--- src/hw/pwmg_pkg.sv ---
// shared constants and types for the waveform generator
package pwmg_pkg;
    localparam logic [4:0] ADDR_CTRL  = 5'h04;
    localparam logic [4:0] ADDR_CFG   = 5'h08;
    localparam logic [4:0] ADDR_RUN   = 5'h0C;
    localparam logic [4:0] ADDR_REPEAT = 5'h10;
    localparam logic [4:0] ADDR_PER   = 5'h14;
    localparam logic [4:0] ADDR_PH1   = 5'h18;
    localparam logic [4:0] ADDR_IST   = 5'h1C;
    localparam logic [4:0] ADDR_IMSK  = 5'h00;
    localparam int         MODE_LO    = 0;
    localparam int         TRIG_LO    = 2;
    localparam int         P1_BIT     = 4;
    localparam int         IDLE_BIT   = 5;
    localparam int         IRQ_BIT    = 6;
    localparam int         LEVEL_BIT  = 16;
    localparam int         RUN_BIT    = 17;
    localparam logic [1:0] MODE_OFF   = 2'h0;
    localparam logic [1:0] MODE_ONE   = 2'h1;
    localparam logic [1:0] MODE_CONT  = 2'h2;
    localparam logic [1:0] TRIG_NONE  = 2'h0;
    localparam logic [1:0] TRIG_RISE  = 2'h1;
    localparam logic [1:0] TRIG_FALL  = 2'h2;
    localparam logic [6:0] CFG_WMASK  = 7'h7F;
    localparam logic [1:0] RESP_OKAY  = 2'h0;
    localparam logic [1:0] RESP_SLVERR = 2'h2;

    typedef struct packed {
        logic       irq_gate;
        logic       idle_output_level;
        logic       first_phase_level;
        logic [1:0] trigger_edge_select;
        logic [1:0] mode;
    } pwmg_cfg_t;

    typedef enum logic [2:0] {
        ST_IDLE  = 3'b001,
        ST_ARMED = 3'b010,
        ST_RUN   = 3'b100
    } pwmg_state_t;
endpackage

--- src/hw/pwmg_top.sv ---
// waveform generator with axi4-lite register slave
//
// Our own choices: the AXI4-Lite interface to the registers and the register addresses.
module pwmg_top (
    input  wire logic        clock,
    input  wire logic        rst_b,
    input  wire logic [4:0]  s_axi_awaddr,
    input  wire logic        s_axi_awvalid,
    output logic             s_axi_awready,
    input  wire logic [31:0] s_axi_wdata,
    input  wire logic [3:0]  s_axi_wstrb,
    input  wire logic        s_axi_wvalid,
    output logic             s_axi_wready,
    output logic [1:0]       s_axi_bresp,
    output logic             s_axi_bvalid,
    input  wire logic        s_axi_bready,
    input  wire logic [4:0]  s_axi_araddr,
    input  wire logic        s_axi_arvalid,
    output logic             s_axi_arready,
    output logic [31:0]      s_axi_rdata,
    output logic [1:0]       s_axi_rresp,
    output logic             s_axi_rvalid,
    input  wire logic        s_axi_rready,
    input  wire logic        trig_in,
    input  wire logic        debug_halt,
    output logic             pwm_out,
    output logic             irq,
    output logic             dma_req
);
    // axi write/read channel state
    logic              aw_have_r, aw_have_nxt;
    logic              w_have_r, w_have_nxt;
    logic [4:0]        aw_addr_r, aw_addr_nxt;
    logic [31:0]       w_data_r, w_data_nxt;
    logic [3:0]        w_strb_r, w_strb_nxt;
    logic              bvalid_r, bvalid_nxt;
    logic [1:0]        bresp_r, bresp_nxt;
    logic              rvalid_r, rvalid_nxt;
    logic [1:0]        rresp_r, rresp_nxt;
    logic [31:0]       rdata_r, rdata_nxt;
    logic              awready_r, wready_r, arready_r;
    logic              awready_nxt, wready_nxt, arready_nxt;
    // software registers
    pwmg_pkg::pwmg_cfg_t cfg_r, cfg_nxt;
    logic              free_r, free_nxt;
    logic [7:0]        burst_repeat_count_r, burst_repeat_count_nxt;
    logic [31:0]       period_length_r, period_length_nxt;
    logic [31:0]       first_phase_length_r, first_phase_length_nxt;
    logic [1:0]        ist_r, ist_nxt;
    logic [1:0]        imsk_r, imsk_nxt;
    // generator state
    pwmg_pkg::pwmg_state_t st_r, st_nxt;
    logic [31:0]       cnt_r, cnt_nxt;
    logic [31:0]       sh_per_r, sh_per_nxt;
    logic [31:0]       sh_ph1_r, sh_ph1_nxt;
    logic [7:0]        left_r, left_nxt;
    logic              out_r, out_nxt;
    logic              trig_d_r;
    logic              edge_seen_r, edge_seen_nxt;
    logic              irq_r, irq_nxt;
    logic              dma_r, dma_nxt;

    logic              do_write;
    logic              start_pulse;
    logic              edge_now;
    logic              halted;
    logic              period_end;
    logic              gen_event;
    logic              done_event;

    function automatic logic [31:0] wmerge(input logic [31:0] old, input logic [31:0] d, input logic [3:0] s);
        logic [31:0] r;
        for (int i = 0; i < 4; i++)
            r[i*8 +: 8] = s[i] ? d[i*8 +: 8] : old[i*8 +: 8];
        return r;
    endfunction

    function automatic logic addr_ok(input logic [4:0] a);
        return a[1:0] == 2'h0; // every word slot of the 5-bit space is mapped
    endfunction

    assign do_write    = aw_have_r && w_have_r && !bvalid_r;
    assign start_pulse = do_write && aw_addr_r == pwmg_pkg::ADDR_RUN && w_strb_r[0] && w_data_r[0];
    assign halted      = debug_halt && !free_r;
    assign edge_now    = (cfg_r.trigger_edge_select == pwmg_pkg::TRIG_RISE && trig_in && !trig_d_r)
                      || (cfg_r.trigger_edge_select == pwmg_pkg::TRIG_FALL && !trig_in && trig_d_r);
    assign period_end  = st_r == pwmg_pkg::ST_RUN && !halted && cnt_r == sh_per_r;
    assign done_event  = period_end && cfg_r.mode == pwmg_pkg::MODE_ONE && left_r == 8'h00;
    assign gen_event   = done_event || (period_end && cfg_r.mode == pwmg_pkg::MODE_CONT);

    always_comb
    begin
        aw_have_nxt = aw_have_r;
        w_have_nxt  = w_have_r;
        aw_addr_nxt = aw_addr_r;
        w_data_nxt  = w_data_r;
        w_strb_nxt  = w_strb_r;
        bvalid_nxt  = bvalid_r;
        bresp_nxt   = bresp_r;
        rvalid_nxt  = rvalid_r;
        rresp_nxt   = rresp_r;
        rdata_nxt   = rdata_r;
        cfg_nxt     = cfg_r;
        free_nxt    = free_r;
        burst_repeat_count_nxt = burst_repeat_count_r;
        period_length_nxt      = period_length_r;
        first_phase_length_nxt = first_phase_length_r;
        imsk_nxt    = imsk_r;
        ist_nxt     = ist_r;
        if (s_axi_awvalid && s_axi_awready)
        begin
            aw_have_nxt = 1'b1;
            aw_addr_nxt = s_axi_awaddr;
        end
        if (s_axi_wvalid && s_axi_wready)
        begin
            w_have_nxt = 1'b1;
            w_data_nxt = s_axi_wdata;
            w_strb_nxt = s_axi_wstrb;
        end
        if (do_write)
        begin
            aw_have_nxt = 1'b0;
            w_have_nxt  = 1'b0;
            bvalid_nxt  = 1'b1;
            bresp_nxt   = addr_ok(aw_addr_r) ? pwmg_pkg::RESP_OKAY : pwmg_pkg::RESP_SLVERR;
            unique case (aw_addr_r)
                pwmg_pkg::ADDR_CTRL: if (w_strb_r[0]) free_nxt = w_data_r[0];
                pwmg_pkg::ADDR_CFG:  if (w_strb_r[0]) cfg_nxt = w_data_r[6:0] & pwmg_pkg::CFG_WMASK;
                pwmg_pkg::ADDR_REPEAT: if (w_strb_r[0]) burst_repeat_count_nxt = w_data_r[7:0];
                pwmg_pkg::ADDR_PER:  period_length_nxt = wmerge(period_length_r, w_data_r, w_strb_r);
                pwmg_pkg::ADDR_PH1:  first_phase_length_nxt = wmerge(first_phase_length_r, w_data_r, w_strb_r);
                pwmg_pkg::ADDR_IMSK: if (w_strb_r[0]) imsk_nxt = w_data_r[1:0];
                pwmg_pkg::ADDR_IST:  if (w_strb_r[0]) ist_nxt = ist_r & ~w_data_r[1:0];
                default: ;
            endcase
        end
        // set wins over clear
        ist_nxt[0] = ist_nxt[0] || done_event;
        ist_nxt[1] = ist_nxt[1] || (gen_event && !done_event);
        if (bvalid_r && s_axi_bready)
            bvalid_nxt = 1'b0;
        if (s_axi_arvalid && s_axi_arready)
        begin
            rvalid_nxt = 1'b1;
            rresp_nxt  = addr_ok(s_axi_araddr) ? pwmg_pkg::RESP_OKAY : pwmg_pkg::RESP_SLVERR;
            rdata_nxt  = '0;
            unique case (s_axi_araddr)
                pwmg_pkg::ADDR_CTRL: rdata_nxt[0] = free_r;
                pwmg_pkg::ADDR_CFG:
                begin
                    rdata_nxt[6:0] = cfg_r;
                    rdata_nxt[pwmg_pkg::LEVEL_BIT] = out_r;
                    rdata_nxt[pwmg_pkg::RUN_BIT]   = st_r != pwmg_pkg::ST_IDLE;
                end
                pwmg_pkg::ADDR_REPEAT: rdata_nxt[7:0] = burst_repeat_count_r;
                pwmg_pkg::ADDR_PER:  rdata_nxt = period_length_r;
                pwmg_pkg::ADDR_PH1:  rdata_nxt = first_phase_length_r;
                pwmg_pkg::ADDR_IST:  rdata_nxt[1:0] = ist_r;
                pwmg_pkg::ADDR_IMSK: rdata_nxt[1:0] = imsk_r;
                default: ;
            endcase
        end
        else if (rvalid_r && s_axi_rready)
            rvalid_nxt = 1'b0;
        // readies registered so every bus output leaves a flip-flop
        awready_nxt = !aw_have_nxt && !bvalid_nxt;
        wready_nxt  = !w_have_nxt && !bvalid_nxt;
        arready_nxt = !rvalid_nxt;
    end

    always_comb
    begin
        st_nxt        = st_r;
        cnt_nxt       = cnt_r;
        sh_per_nxt    = sh_per_r;
        sh_ph1_nxt    = sh_ph1_r;
        left_nxt      = left_r;
        out_nxt       = out_r;
        edge_seen_nxt = edge_seen_r || (st_r == pwmg_pkg::ST_ARMED && edge_now);
        irq_nxt       = |(ist_nxt & imsk_r) && cfg_r.irq_gate;
        dma_nxt       = gen_event;
        if (cfg_r.mode != pwmg_pkg::MODE_ONE && cfg_r.mode != pwmg_pkg::MODE_CONT)
        begin
            st_nxt  = pwmg_pkg::ST_IDLE;
            out_nxt = cfg_r.idle_output_level;
            edge_seen_nxt = 1'b0;
        end
        else if (start_pulse && st_r == pwmg_pkg::ST_IDLE)
        begin
            left_nxt = burst_repeat_count_r;
            edge_seen_nxt = 1'b0;
            st_nxt = (cfg_r.trigger_edge_select == pwmg_pkg::TRIG_NONE) ? pwmg_pkg::ST_RUN
                                                                      : pwmg_pkg::ST_ARMED;
            cnt_nxt    = '0;
            sh_per_nxt = period_length_r;
            sh_ph1_nxt = first_phase_length_r;
        end
        else if (!halted)
        begin
            unique case (st_r)
                pwmg_pkg::ST_IDLE: out_nxt = cfg_r.idle_output_level;
                pwmg_pkg::ST_ARMED:
                begin
                    out_nxt = cfg_r.idle_output_level;
                    if (edge_seen_r || edge_now)
                    begin
                        st_nxt = pwmg_pkg::ST_RUN;
                        edge_seen_nxt = 1'b0;
                    end
                end
                pwmg_pkg::ST_RUN:
                begin
                    out_nxt = (cnt_r < sh_ph1_r) ? cfg_r.first_phase_level
                                                 : !cfg_r.first_phase_level;
                    cnt_nxt = cnt_r + 32'h1;
                    if (period_end)
                    begin
                        cnt_nxt = '0;
                        st_nxt = done_event ? pwmg_pkg::ST_IDLE : st_r;
                        left_nxt = done_event ? left_r : left_r - 8'h01;
                        sh_per_nxt = period_length_r;
                        sh_ph1_nxt = first_phase_length_r;
                    end
                end
                default: st_nxt = pwmg_pkg::ST_IDLE;
            endcase
        end
    end

    always_ff @(posedge clock or negedge rst_b)
    begin
        if (!rst_b)
        begin
            aw_have_r <= 1'b0;
            w_have_r  <= 1'b0;
            aw_addr_r <= '0;
            w_data_r  <= '0;
            w_strb_r  <= '0;
            bvalid_r  <= 1'b0;
            bresp_r   <= pwmg_pkg::RESP_OKAY;
            rvalid_r  <= 1'b0;
            rresp_r   <= pwmg_pkg::RESP_OKAY;
            rdata_r   <= '0;
            awready_r <= 1'b1;
            wready_r  <= 1'b1;
            arready_r <= 1'b1;
            cfg_r     <= '0;
            free_r    <= 1'b0;
            burst_repeat_count_r <= '0;
            period_length_r      <= '0;
            first_phase_length_r <= '0;
            ist_r     <= '0;
            imsk_r    <= '0;
            st_r      <= pwmg_pkg::ST_IDLE;
            cnt_r     <= '0;
            sh_per_r  <= '0;
            sh_ph1_r  <= '0;
            left_r    <= '0;
            out_r     <= 1'b0;
            trig_d_r  <= 1'b0;
            edge_seen_r <= 1'b0;
            irq_r     <= 1'b0;
            dma_r     <= 1'b0;
        end
        else
        begin
            aw_have_r <= aw_have_nxt;
            w_have_r  <= w_have_nxt;
            aw_addr_r <= aw_addr_nxt;
            w_data_r  <= w_data_nxt;
            w_strb_r  <= w_strb_nxt;
            bvalid_r  <= bvalid_nxt;
            bresp_r   <= bresp_nxt;
            rvalid_r  <= rvalid_nxt;
            rresp_r   <= rresp_nxt;
            rdata_r   <= rdata_nxt;
            awready_r <= awready_nxt;
            wready_r  <= wready_nxt;
            arready_r <= arready_nxt;
            cfg_r     <= cfg_nxt;
            free_r    <= free_nxt;
            burst_repeat_count_r <= burst_repeat_count_nxt;
            period_length_r      <= period_length_nxt;
            first_phase_length_r <= first_phase_length_nxt;
            ist_r     <= ist_nxt;
            imsk_r    <= imsk_nxt;
            st_r      <= st_nxt;
            cnt_r     <= cnt_nxt;
            sh_per_r  <= sh_per_nxt;
            sh_ph1_r  <= sh_ph1_nxt;
            left_r    <= left_nxt;
            out_r     <= out_nxt;
            trig_d_r  <= trig_in;
            edge_seen_r <= edge_seen_nxt;
            irq_r     <= irq_nxt;
            dma_r     <= dma_nxt;
        end
    end

    assign s_axi_awready = awready_r;
    assign s_axi_wready  = wready_r;
    assign s_axi_bvalid  = bvalid_r;
    assign s_axi_bresp   = bresp_r;
    assign s_axi_arready = arready_r;
    assign s_axi_rvalid  = rvalid_r;
    assign s_axi_rresp   = rresp_r;
    assign s_axi_rdata   = rdata_r;
    assign pwm_out       = out_r;
    assign irq           = irq_r;
    assign dma_req       = dma_r;

    run_flag_a: assert property (@(posedge clock) disable iff (!rst_b)
        s_axi_rvalid && $past(s_axi_arvalid && s_axi_arready && s_axi_araddr == pwmg_pkg::ADDR_CFG)
        |-> s_axi_rdata[pwmg_pkg::RUN_BIT] == $past(st_r != pwmg_pkg::ST_IDLE))
        else $error("run flag wrong");
    live_level_a: assert property (@(posedge clock) disable iff (!rst_b)
        s_axi_rvalid && $past(s_axi_arvalid && s_axi_arready && s_axi_araddr == pwmg_pkg::ADDR_CFG)
        |-> s_axi_rdata[pwmg_pkg::LEVEL_BIT] == $past(pwm_out))
        else $error("level flag wrong");
    start_run_a: assert property (@(posedge clock) disable iff (!rst_b)
        start_pulse && st_r == pwmg_pkg::ST_IDLE && cfg_r.mode == pwmg_pkg::MODE_CONT
        && cfg_r.trigger_edge_select == pwmg_pkg::TRIG_NONE |=> st_r == pwmg_pkg::ST_RUN)
        else $error("start ignored");
    zero_start_a: assert property (@(posedge clock) disable iff (!rst_b)
        st_r == pwmg_pkg::ST_IDLE && !start_pulse && cfg_nxt.mode == cfg_r.mode |=> st_r == pwmg_pkg::ST_IDLE)
        else $error("started without start bit");
    period_len_a: assert property (@(posedge clock) disable iff (!rst_b)
        period_end |-> cnt_r == sh_per_r ##1 cnt_r == 32'h0)
        else $error("period length wrong");
    phase_level_a: assert property (@(posedge clock) disable iff (!rst_b)
        st_r == pwmg_pkg::ST_RUN && !halted && $stable(cfg_r)
        |=> pwm_out == ($past(cnt_r < sh_ph1_r) ? $past(cfg_r.first_phase_level)
                                                : !$past(cfg_r.first_phase_level)))
        else $error("phase level wrong");
    idle_level_a: assert property (@(posedge clock) disable iff (!rst_b)
        st_r == pwmg_pkg::ST_IDLE && !halted && $stable(cfg_r) ##1 st_r == pwmg_pkg::ST_IDLE
        |-> pwm_out == $past(cfg_r.idle_output_level))
        else $error("idle level wrong");
    oneshot_end_a: assert property (@(posedge clock) disable iff (!rst_b)
        done_event |=> st_r == pwmg_pkg::ST_IDLE && ist_r[0])
        else $error("one-shot end missed");
    dma_pair_a: assert property (@(posedge clock) disable iff (!rst_b)
        gen_event |=> dma_req ##1 !dma_req || $past(gen_event))
        else $error("dma request wrong");
    halt_freeze_a: assert property (@(posedge clock) disable iff (!rst_b)
        halted && st_r == pwmg_pkg::ST_RUN && !start_pulse |=> $stable(cnt_r) && $stable(pwm_out))
        else $error("halt did not freeze");
    armed_wait_a: assert property (@(posedge clock) disable iff (!rst_b)
        st_r == pwmg_pkg::ST_ARMED && !edge_seen_r && !edge_now && cfg_r.mode != pwmg_pkg::MODE_OFF
        |=> st_r != pwmg_pkg::ST_RUN)
        else $error("ran without trigger");
endmodule // pwmg_top

--- config.mk ---
export PLATFORM = sky130hd
export DESIGN_NAME = pwmg_top
export DESIGN_NICKNAME = d
export VERILOG_FILES = /design/src/hw/pwmg_pkg.sv /design/src/hw/pwmg_top.sv
export SDC_FILE = /design/constraint.sdc
export NUM_CORES = 1
export LEC_CHECK = 0
export BUFFER_PORTS_ARGS = -buffer_cell sky130_fd_sc_hd__buf_2
export CAP_MARGIN = 20
export CORE_UTILIZATION = 55
export CTS_CLUSTER_DIAMETER = 60
export CTS_CLUSTER_SIZE = 16
export DETAILED_ROUTE_END_ITERATION = 10
export GPL_ROUTABILITY_DRIVEN = 0
export PLACE_DENSITY = 0.74
export SLEW_MARGIN = 20
export SYNTH_ARGS = -nofsm -noshare
export SYNTH_HDL_FRONTEND = slang
export SYNTH_SLANG_ARGS = --single-unit
--- constraint.sdc ---
create_clock -name clock -period 5.5 [get_ports clock]
set_clock_uncertainty 0.2 [all_clocks]
set_input_delay 0.275 -clock clock [delete_from_list [all_inputs] [get_ports clock]]
set_output_delay 0.275 -clock clock [all_outputs]
set_load 0.1 [all_outputs]
==> results.yml, run 1 <==
worst_hold_path:
  hold_class: "in -> reg"
floorplan:
  initial_core_util_pct: 56.3
  rows: 55
  core_mm2: 0.0228
  die_x_um: 155
  die_y_um: 155
  io_pins: 99
  die_area_mm2: 0.0239
timing:
  drv_slew: 0
  hold_slack_ps: 42.1
  period_minus_slack_ps: 3400
  min_period_over_period_pct: 61.8
  fmax_ghz: 0.294
  setup_violations: 0
  fin_tns_setup_ps: 0
  layout_setup_ws_ps: 2100
  slew_headroom_pct: 29.8
  worst_pin_slew_ps: 1050
  hold_viol: 0
  rsz0062_at_grt: "no"
grt:
  first_global_vias: 9234
  grt_pass1_wl_mm: 50.3
  grt.overflow.total: 0
  gr-usage-all-layers_pct: 26.8
  grt_max_degree: 120
  antenna_found_initial: 0
worst_setup_path:
  worstPathRequired_ps: 5720
  critPathCaptureType: "flip-flop"
  crit_fanout: 39
  worstPathArrival_ps: 3620
  start_kind: "flip-flop"
  critical_path_class: "reg -> reg"
logic_synthesis:
  synthCells: 1168
  yosysWarnings: 0
  yosysUniqueCellTypes: 66
  synthArstFlopShare_pct: 100
  postSynthAreaPerCell_um2: 11.0
  syn_area_mm2: 0.0128
  synth_edf_count: 0
  seq_area_frac_synth_pct: 54.3
  synth_ff_type: "dfrtp_1"
  ys_ff_latch: 278
power:
  peakVddDrop_uv: 434
  finalPower_mw: 5.50
  powerDensity_mw_per_mm2: 373
  power.leakage_nw: 7.30
layout:
  stdcell_count: 1625
  fin_area_mm2: 0.0148
  drive_gt1_share_pct: 22.3
  syn2layout_area_growth_pct: 15.1
  fillers: 1758
  finalNetCount: 1391
  antennaDiodeCount: 0
  post-route-util_pct: 64.8
clocking:
  cts_buffers: 22
  clockRootBuffer: "clkbuf_16"
  h-tree-depth: 1
  insertion_delay_ps: 510
  post-cts-setup-buffers: 0
  ctsHoldBuffers: 53
  cts_resized: 0
  cts_buffer_depth: 3
  cts_tree: "done"
  path_clk_slew_ps: 70
  cts.sinks: 278
detailed_routing:
  drc_errors: 0
  viasPerCell: 5.75
  finalWirelength_mm: 30.9
  dr.pass1.iters: 7
  dr.first_iter.drc_count: 754
  vias: 9342
  drtAntennaViolNets: 0
  routedWlPerCell_um: 19.0
placement:
  dp_hpwl_mm: 21.6
  dp_slack_ps: 2230
  dpl.cell_count: 1537
  numPortBuffers: 96
  placed_area_mm2: 0.0136
flow_run:
  max-cap-violations: 0
outcome:
  status: "complete, no violations"
[per-layer routing]
layer | wire length, um | up-vias | track usage (%)
li1 | - | 4345 | -
met1 | 14600 | 4667 | 40.4
met2 | 13800 | 281 | 40.9
met3 | 1700 | 49 | 3.59
met4 | 703 | 0 | 7.17
met5 | 0 | - | 0
[worst paths after layout]
| check | from | end | slack, ps | depth (start not counted) |
|---|---|---|---|---|
| max | cnt_r[12] | sh_ph1_r[16] | 2100 | 8 |
| min | s_axi_araddr[1] | s_axi_rdata[7] | 40 | 4 |
| max reg2reg | cnt_r[12] | sh_ph1_r[16] | 2100 | 8 |
| min reg2reg | s_axi_rdata[7] | s_axi_rdata[7] | 280 | 2 |
| max in group asynchronous | rst_b | sh_ph1_r[27] | 3530 | 3 |
| min in group asynchronous | rst_b | aw_have_r | 170 | 2 |
[registers in the layout (all words and copies together) (netlist names), 3 cells and up]
| register | count |
|---|---|
| cnt_r | 32 |
| first_phase_length_r | 32 |
| period_length_r | 32 |
| s_axi_rdata | 32 |
| sh_per_r | 32 |
| sh_ph1_r | 32 |
| w_data_r | 32 |
| burst_repeat_count_r | 8 |
| left_r | 8 |
| cfg_r | 7 |
| aw_addr_r | 5 |
| w_strb_r | 4 |
| st_r | 3 |
[worst max-delay path: stages (launching register included)]
cell and delay (ps):
dfrtp_1 480, xor2_1 230, nor4_1 460, nand3_1 190, o31a_1 490, nor2_4 560, buf_4 480, nand2_1 100
o21ai_0 80
[cell usage after synthesis, types with 3 or more instances]
master | n | area (um^2)
and2_1 | 4 | 25.0
a21o_1 | 9 | 67.6
nand2_1 | 177 | 664
buf_2 | 10 | 50.1
a22oi_1 | 29 | 218
nand3_1 | 27 | 135
buf_4 | 3 | 22.5
mux2i_1 | 7 | 70.1
o31ai_1 | 5 | 37.5
and3_1 | 12 | 75.1
o21a_1 | 3 | 22.5
clkbuf_1 | 34 | 128
o211ai_1 | 4 | 30.0
xor2_1 | 38 | 333
nand3b_1 | 5 | 37.5
nand4_1 | 10 | 62.6
nor3_1 | 13 | 65.1
o21ai_0 | 95 | 475
dfrtp_1 | 274 | 6860
nor2b_1 | 7 | 43.8
dfstp_2 | 4 | 105
mux2_2 | 139 | 1570
xnor2_1 | 11 | 96.3
nor2_1 | 48 | 180
a21oi_1 | 34 | 170
or4_1 | 4 | 30.0
or3_1 | 10 | 62.6
ha_1 | 35 | 438
inv_1 | 48 | 180
nand2b_1 | 6 | 37.5
a221oi_1 | 6 | 52.6
nor4_1 | 10 | 62.6
a211oi_1 | 3 | 22.5
[layout make-up]
class,instances,area (um^2),share of cell area (%)
flip-flops and latches,278,6960,47.1
multi-input cells,793,5490,37.1
repair buffers,158,1100,7.46
clock buffers,30,612,4.14
well taps,313,392,2.65
inverters,48,180,1.22
clock inverters,5,35.0,0.237
[logic make-up (layout without fill, tap and decap cells)]
family,after synthesis,count (layout),share of synthesized area [%]
AND/OR/NAND/NOR,354,354,13.2
adder cells (fa/ha/maj),35,35,3.41
buffers and inverters,98,241,3.11
multiplexers,147,147,12.9
flip-flops,278,278,54.3
AO/OA/AOI/OAI,206,206,9.73
other,1,2,0.0292
XOR/XNOR,49,49,3.35
[cells in the final DEF, fill, tap and decap left out, drive strengths merged, types with 10 or more instances in the layout]
| cell | count |
|---|---|
| nand3 | 27 |
| or3 | 10 |
| nor3 | 14 |
| buf | 105 |
| inv | 48 |
| nor4 | 12 |
| a22oi | 29 |
| nor2 | 48 |
| nand4 | 10 |
| xnor2 | 11 |
| nand2 | 177 |
| ha | 35 |
| dfrtp | 274 |
| a21oi | 35 |
| xor2 | 38 |
| dlygate4sd3 | 53 |
| clkbuf | 30 |
| and3 | 12 |
| mux2 | 139 |
| o21ai | 97 |
[power breakdown]
part	leakage [nW]	internal, mW	total (mW)	switching [mW]
clock	0.302	0.779	1.50	0.724
combinational	3.42	0.494	1.05	0.552
sequential	3.58	2.50	2.95	0.456
total	7.30	3.77	5.50	1.73
Power figures use the tool's default switching activity.
==> run 2, diff against run 1 <==
==> constraint.sdc (replaced) <==
create_clock -name clock -period 3.26 [get_ports clock]
set_clock_uncertainty 0.2 [all_clocks]
set_input_delay 0.163 -clock clock [delete_from_list [all_inputs] [get_ports clock]]
set_output_delay 0.163 -clock clock [all_outputs]
set_load 0.1 [all_outputs]
==> run 2 against run 1 <==
  * The flow now finishes with violations (hold timing)
  * Hold slack got worse by 58 ps
  * Flip-flop and latch count unchanged
  * Die area did not move
  * Clock power rose by 73%
  * Via count increased by 0.92%
  * Design area increased by 1.2%
  * Power rose by 71%
  * Maximum frequency up 11%
  * Register-to-register slack got worse by 1900 ps
  * First-iteration DRC count is 22% higher
  * Setup slack worse by 1900 ps
  * Cell count is 0.86% higher
  * Critical path type unchanged
  * Largest power group unchanged
==> results.yml, run 2 (synthesis results as in run 1) <==
worst_setup_path:
  crit_slowest_cell: "or4_4"
  crit_chain: "nand3b_1, or4_4, a21oi_2, o21ai_2, buf_4, mux2_2"
  worstPathRequired_ps: 3460
  critPathTopFamily: "simple AND/OR/NAND/NOR gates"
  cp_num_buf_inv: 1
  start_kind: "flip-flop"
  crit_fanout: 27
  critical_path_class: "reg -> reg"
  worstPathArrival_ps: 3260
  cp_slowest_stage_delay_ps: 700
  critPathCaptureType: "flip-flop"
detailed_routing:
  drtAntennaViolNets: 0
  highest_layer: "met4"
  wl_met1_mm: 14.6
  drc_errors: 0
  dr.pass1.iters: 5
  routedWlPerCell_um: 19.2
  vias: 9428
  wl_met2_mm: 14.3
  viasPerCell: 5.75
  finalWirelength_mm: 31.5
  dr.first_iter.drc_count: 918
  wl_met3_mm: 1.96
grt:
  antenna_found_initial: 0
  grt_pass1_wl_mm: 50.6
  gr-usage-all-layers_pct: 27.2
  grt_max_degree: 72
  first_global_vias: 9169
  grt.overflow.total: 0
power:
  powerDensity_mw_per_mm2: 628
  finalPower_mw: 9.39
  power.leakage_nw: 7.41
  peakVddDrop_uv: 671
floorplan:
  core_mm2: 0.0228
  rows: 55
  die_x_um: 155
  die_area_mm2: 0.0239
  die_y_um: 155
  io_pins: 99
  initial_core_util_pct: 56.3
clocking:
  insertion_delay_ps: 520
  cts_resized: 0
  cts_tree: "done"
  cts_buffer_depth: 3
  ctsHoldBuffers: 56
  clockRootBuffer: "clkbuf_16"
  cts_buffers: 23
  post-cts-setup-buffers: 0
  cts.sinks: 278
  h-tree-depth: 1
  path_clk_slew_ps: 70
timing:
  period_minus_slack_ps: 3060
  fmax_ghz: 0.327
  hold_slack_ps: -16.1
  min_period_over_period_pct: 93.8
  worst_pin_slew_ps: 1020
  setup_violations: 0
  slew_headroom_pct: 32.0
  fin_tns_setup_ps: 0
  rsz0062_at_grt: "no"
  drv_slew: 0
  hold_viol: 6
worst_hold_path:
  hold_class: "in -> async"
layout:
  syn2layout_area_growth_pct: 16.5
  post-route-util_pct: 65.6
  fin_area_mm2: 0.0149
  finalNetCount: 1407
  drive_gt1_share_pct: 23.0
  final_cell_mix: "dfrtp_1, nand2_1, mux2_2"
  layout_commonest_cell: "dfrtp_1"
  antennaDiodeCount: 0
outcome:
  violations: "hold timing"
  status: "finished with violations"
placement:
  placed_area_mm2: 0.0137
  numPortBuffers: 96
  dp_hpwl_mm: 22.0
flow_run:
  max-cap-violations: 0
## run 2: layout make-up
| class | instances | area [um^2] |
|---|---|---|
| fillers | 1732 | 7830 |
| well taps | 313 | 392 |
| clock buffers | 28 | 604 |
| multi-input cells | 793 | 5480 |
| inverters | 48 | 180 |
| repair buffers | 173 | 1270 |
| flip-flops and latches | 278 | 6960 |
| clock inverters | 6 | 51.3 |
## run 2: worst paths after layout
check	startpoint	to	slack, ps	depth (start not counted)
setup / recovery	s_axi_bvalid	sh_per_r[22]	200	6
hold / removal	rst_b	aw_addr_r[1]	-20	2
setup reg to reg	s_axi_bvalid	sh_per_r[22]	200	6
hold reg to reg	s_axi_rdata[7]	s_axi_rdata[7]	280	2
max in group asynchronous	rst_b	cnt_r[21]	2000	3
min in group clock	s_axi_araddr[3]	s_axi_rdata[0]	50	5
## run 2: through the flow
stage / setup slack, ps / instances / hold slack, ps
floorplan: 224 / 1169 / -333
global placement: 393 / 1549 / -45.7
detailed placement: 286 / 1549 / -47.7
CTS: 273 / 1639 / 4.19
global route: 119 / 1639 / 41.8
finish: 202 / 1639 / -16.1
## run 2: power breakdown
| part | switching [mW] | internal, mW |
|---|---|---|
| Sequential | 0.791 | 4.21 |
| Combinational | 0.958 | 0.843 |
| Clock | 1.26 | 1.32 |
| Total | 3.01 | 6.38 |
## run 2: worst register-to-register path: stages, from the launching register on
cell and delay [ps]:
dfrtp_1 420, nand3b_1 430, or4_4 700, a21oi_2 310, o21ai_2 260, buf_4 300, mux2_2 310
## run 2: metal layers
layer	track usage [%]	vias to the layer above
met5	0	-
met4	6.32	0
met3	3.89	43
met2	41.5	289
met1	41.3	4715
li1	-	4381
==> run 3, diff against run 2 <==
--- a/config.mk
+++ b/config.mk
@@ -5,6 +5,7 @@
 export SDC_FILE = /design/constraint.sdc
 export NUM_CORES = 1
 export LEC_CHECK = 0
+export ABC_CLOCK_PERIOD_IN_PS = 3260
 export BUFFER_PORTS_ARGS = -buffer_cell sky130_fd_sc_hd__buf_2
 export CAP_MARGIN = 20
 export CORE_UTILIZATION = 55
@@ -13,6 +14,8 @@
 export DETAILED_ROUTE_END_ITERATION = 10
 export GPL_ROUTABILITY_DRIVEN = 0
 export PLACE_DENSITY = 0.74
+export REMOVE_ABC_BUFFERS = 1
+export SETUP_SLACK_MARGIN = 0.15
 export SLEW_MARGIN = 20
 export SYNTH_ARGS = -nofsm -noshare
 export SYNTH_HDL_FRONTEND = slang
==> run 3 against run 2 <==
  * The run now ends clean
  * Non-clock buffer count down 2
  * Largest cell class unchanged
  * Die area unchanged
  * Cell count unchanged
  * First-iteration DRC count down 26%
  * Register-to-register slack better by 160 ps
  * Maximum frequency up 5.6%
  * Critical path depth up 1
  * Combinational power about the same
  * Count of clock-buffer cells in the layout up 2
  * Power down 0.14%
  * Clock power up 4%
  * Global-route usage down 1.2 points
==> results.yml, run 3 (synthesis results as in run 1) <==
grt:
  grt_pass1_wl_mm: 49.1
  first_global_vias: 9333
  grt.overflow.total: 0
  gr-usage-all-layers_pct: 26.0
  grt_max_degree: 91
  antenna_found_initial: 0
worst_setup_path:
  path_depth: 7
  critPathCaptureType: "flip-flop"
  critPathTopFamily: "simple AND/OR/NAND/NOR gates"
  crit_fanout: 13
  start_kind: "flip-flop"
  cp_num_buf_inv: 1
  worstPathRequired_ps: 3490
  r2r_cells: 7
  cp_slowest_stage_delay_ps: 690
  crit_chain: "nand3b_1, or4_4, o31a_1, a211oi_1, buf_4, o21ai_0, a22oi_1"
  crit_slowest_cell: "or4_4"
  critical_path_class: "reg -> reg"
  worstPathArrival_ps: 3130
layout:
  syn2layout_area_growth_pct: 16.8
  final_cell_mix: "dfrtp_1, nand2_1, mux2_2"
  antennaDiodeCount: 0
  finalNetCount: 1405
  layout_commonest_cell: "dfrtp_1"
  fillers: 1788
  drive_gt1_share_pct: 23.1
detailed_routing:
  finalWirelength_mm: 29.7
  drc_errors: 0
  dr.first_iter.drc_count: 675
  routedWlPerCell_um: 18.1
  vias: 9294
  dr.pass1.iters: 5
  drtAntennaViolNets: 0
  viasPerCell: 5.67
floorplan:
  core_mm2: 0.0228
  die_x_um: 155
  initial_core_util_pct: 56.3
  io_pins: 99
  rows: 55
  die_area_mm2: 0.0239
  die_y_um: 155
timing:
  drv_slew: 0
  fmax_ghz: 0.345
  setup_violations: 0
  hold_viol: 0
  layout_setup_ws_ps: 364
  period_minus_slack_ps: 2900
  slew_headroom_pct: 53.4
  worst_pin_slew_ps: 699
  min_period_over_period_pct: 88.8
  fin_tns_setup_ps: 0
  rsz0062_at_grt: "no"
placement:
  numPortBuffers: 96
  dp_hpwl_mm: 20.4
  dp_slack_ps: 422
worst_hold_path:
  whs_path_depth: 4
  hold_class: "in -> reg"
clocking:
  cts_buffer_depth: 3
  insertion_delay_ps: 530
  cts_buffers: 23
  cts_tree: "done"
  path_clk_slew_ps: 70
  h-tree-depth: 1
  clockRootBuffer: "clkbuf_16"
  cts.sinks: 278
  post-cts-setup-buffers: 0
power:
  peakVddDrop_uv: 484
  power.leakage_nw: 7.43
  powerDensity_mw_per_mm2: 626
outcome:
  status: "complete, no violations"
flow_run:
  max-cap-violations: 0
## run 3: area by class of cell
class	count	area [um^2]	area share (%)
sequential	278	6960	46.5
multi-input combinational	793	5490	36.6
timing repair buffer	171	1260	8.38
clock buffer	30	632	4.22
tap	313	392	2.61
inverter	48	180	1.20
clock inverter	6	73.8	0.493
## run 3: stage by stage
step | area, um^2 | utilization (%) | instances | total power [mW] | hold WS (ps)
after floorplan | 12600 | - | 1119 | 6.06 | -333
after global placement | 13700 | 60.1 | 1546 | 6.58 | 24.2
after detailed placement | 13700 | 60.1 | 1546 | 6.67 | 36.6
after CTS | 15000 | 65.7 | 1638 | 9.44 | 15.1
after global routing | 15000 | 65.8 | 1639 | 9.83 | 34.4
final | 15000 | 65.8 | 1639 | 9.38 | 40.5
## run 3: metal layers
metal	GRT usage [%]	vias to the layer above	part of all wire [%]
met5	0	-	0
met4	6.98	0	2.5
met3	3.00	53	4.1
met2	42.0	213	46
met1	37.4	4643	47
li1	-	4385	-
## run 3: final timing paths
| kind | from | endpoint | slack, ps |
|---|---|---|---|
| min in group asynchronous | rst_b | w_have_r | 50 |
| max in group asynchronous | rst_b | w_data_r[31] | 1940 |
| setup reg to reg | s_axi_bvalid | left_r[4] | 360 |
| hold reg to reg | s_axi_rdata[25] | s_axi_rdata[25] | 270 |
| hold / removal | s_axi_araddr[0] | s_axi_rdata[17] | 40 |
| setup / recovery | s_axi_bvalid | left_r[4] | 360 |
## run 3: report_power, final
part | leakage, nW | switching, mW | internal, mW
logic | 3.51 | 0.922 | 0.849
registers | 3.58 | 0.703 | 4.21
clock network | 0.345 | 1.24 | 1.45
total | 7.43 | 2.87 | 6.51
## run 3: repair_timing
| action | CTS | global route |
|---|---|---|
| hold buffers | 56 | 0 |
| hold endpoints to repair | 147 | 0 |
| gates resized for setup | 0 | 0 |
| endpoints found under the setup margin | 0 | 0 |
## run 3: worst min-delay path, cell delays in order
cell and delay, ps:
buf_2 80, nor2_1 130, a32oi_1 240, o21ai_0 100
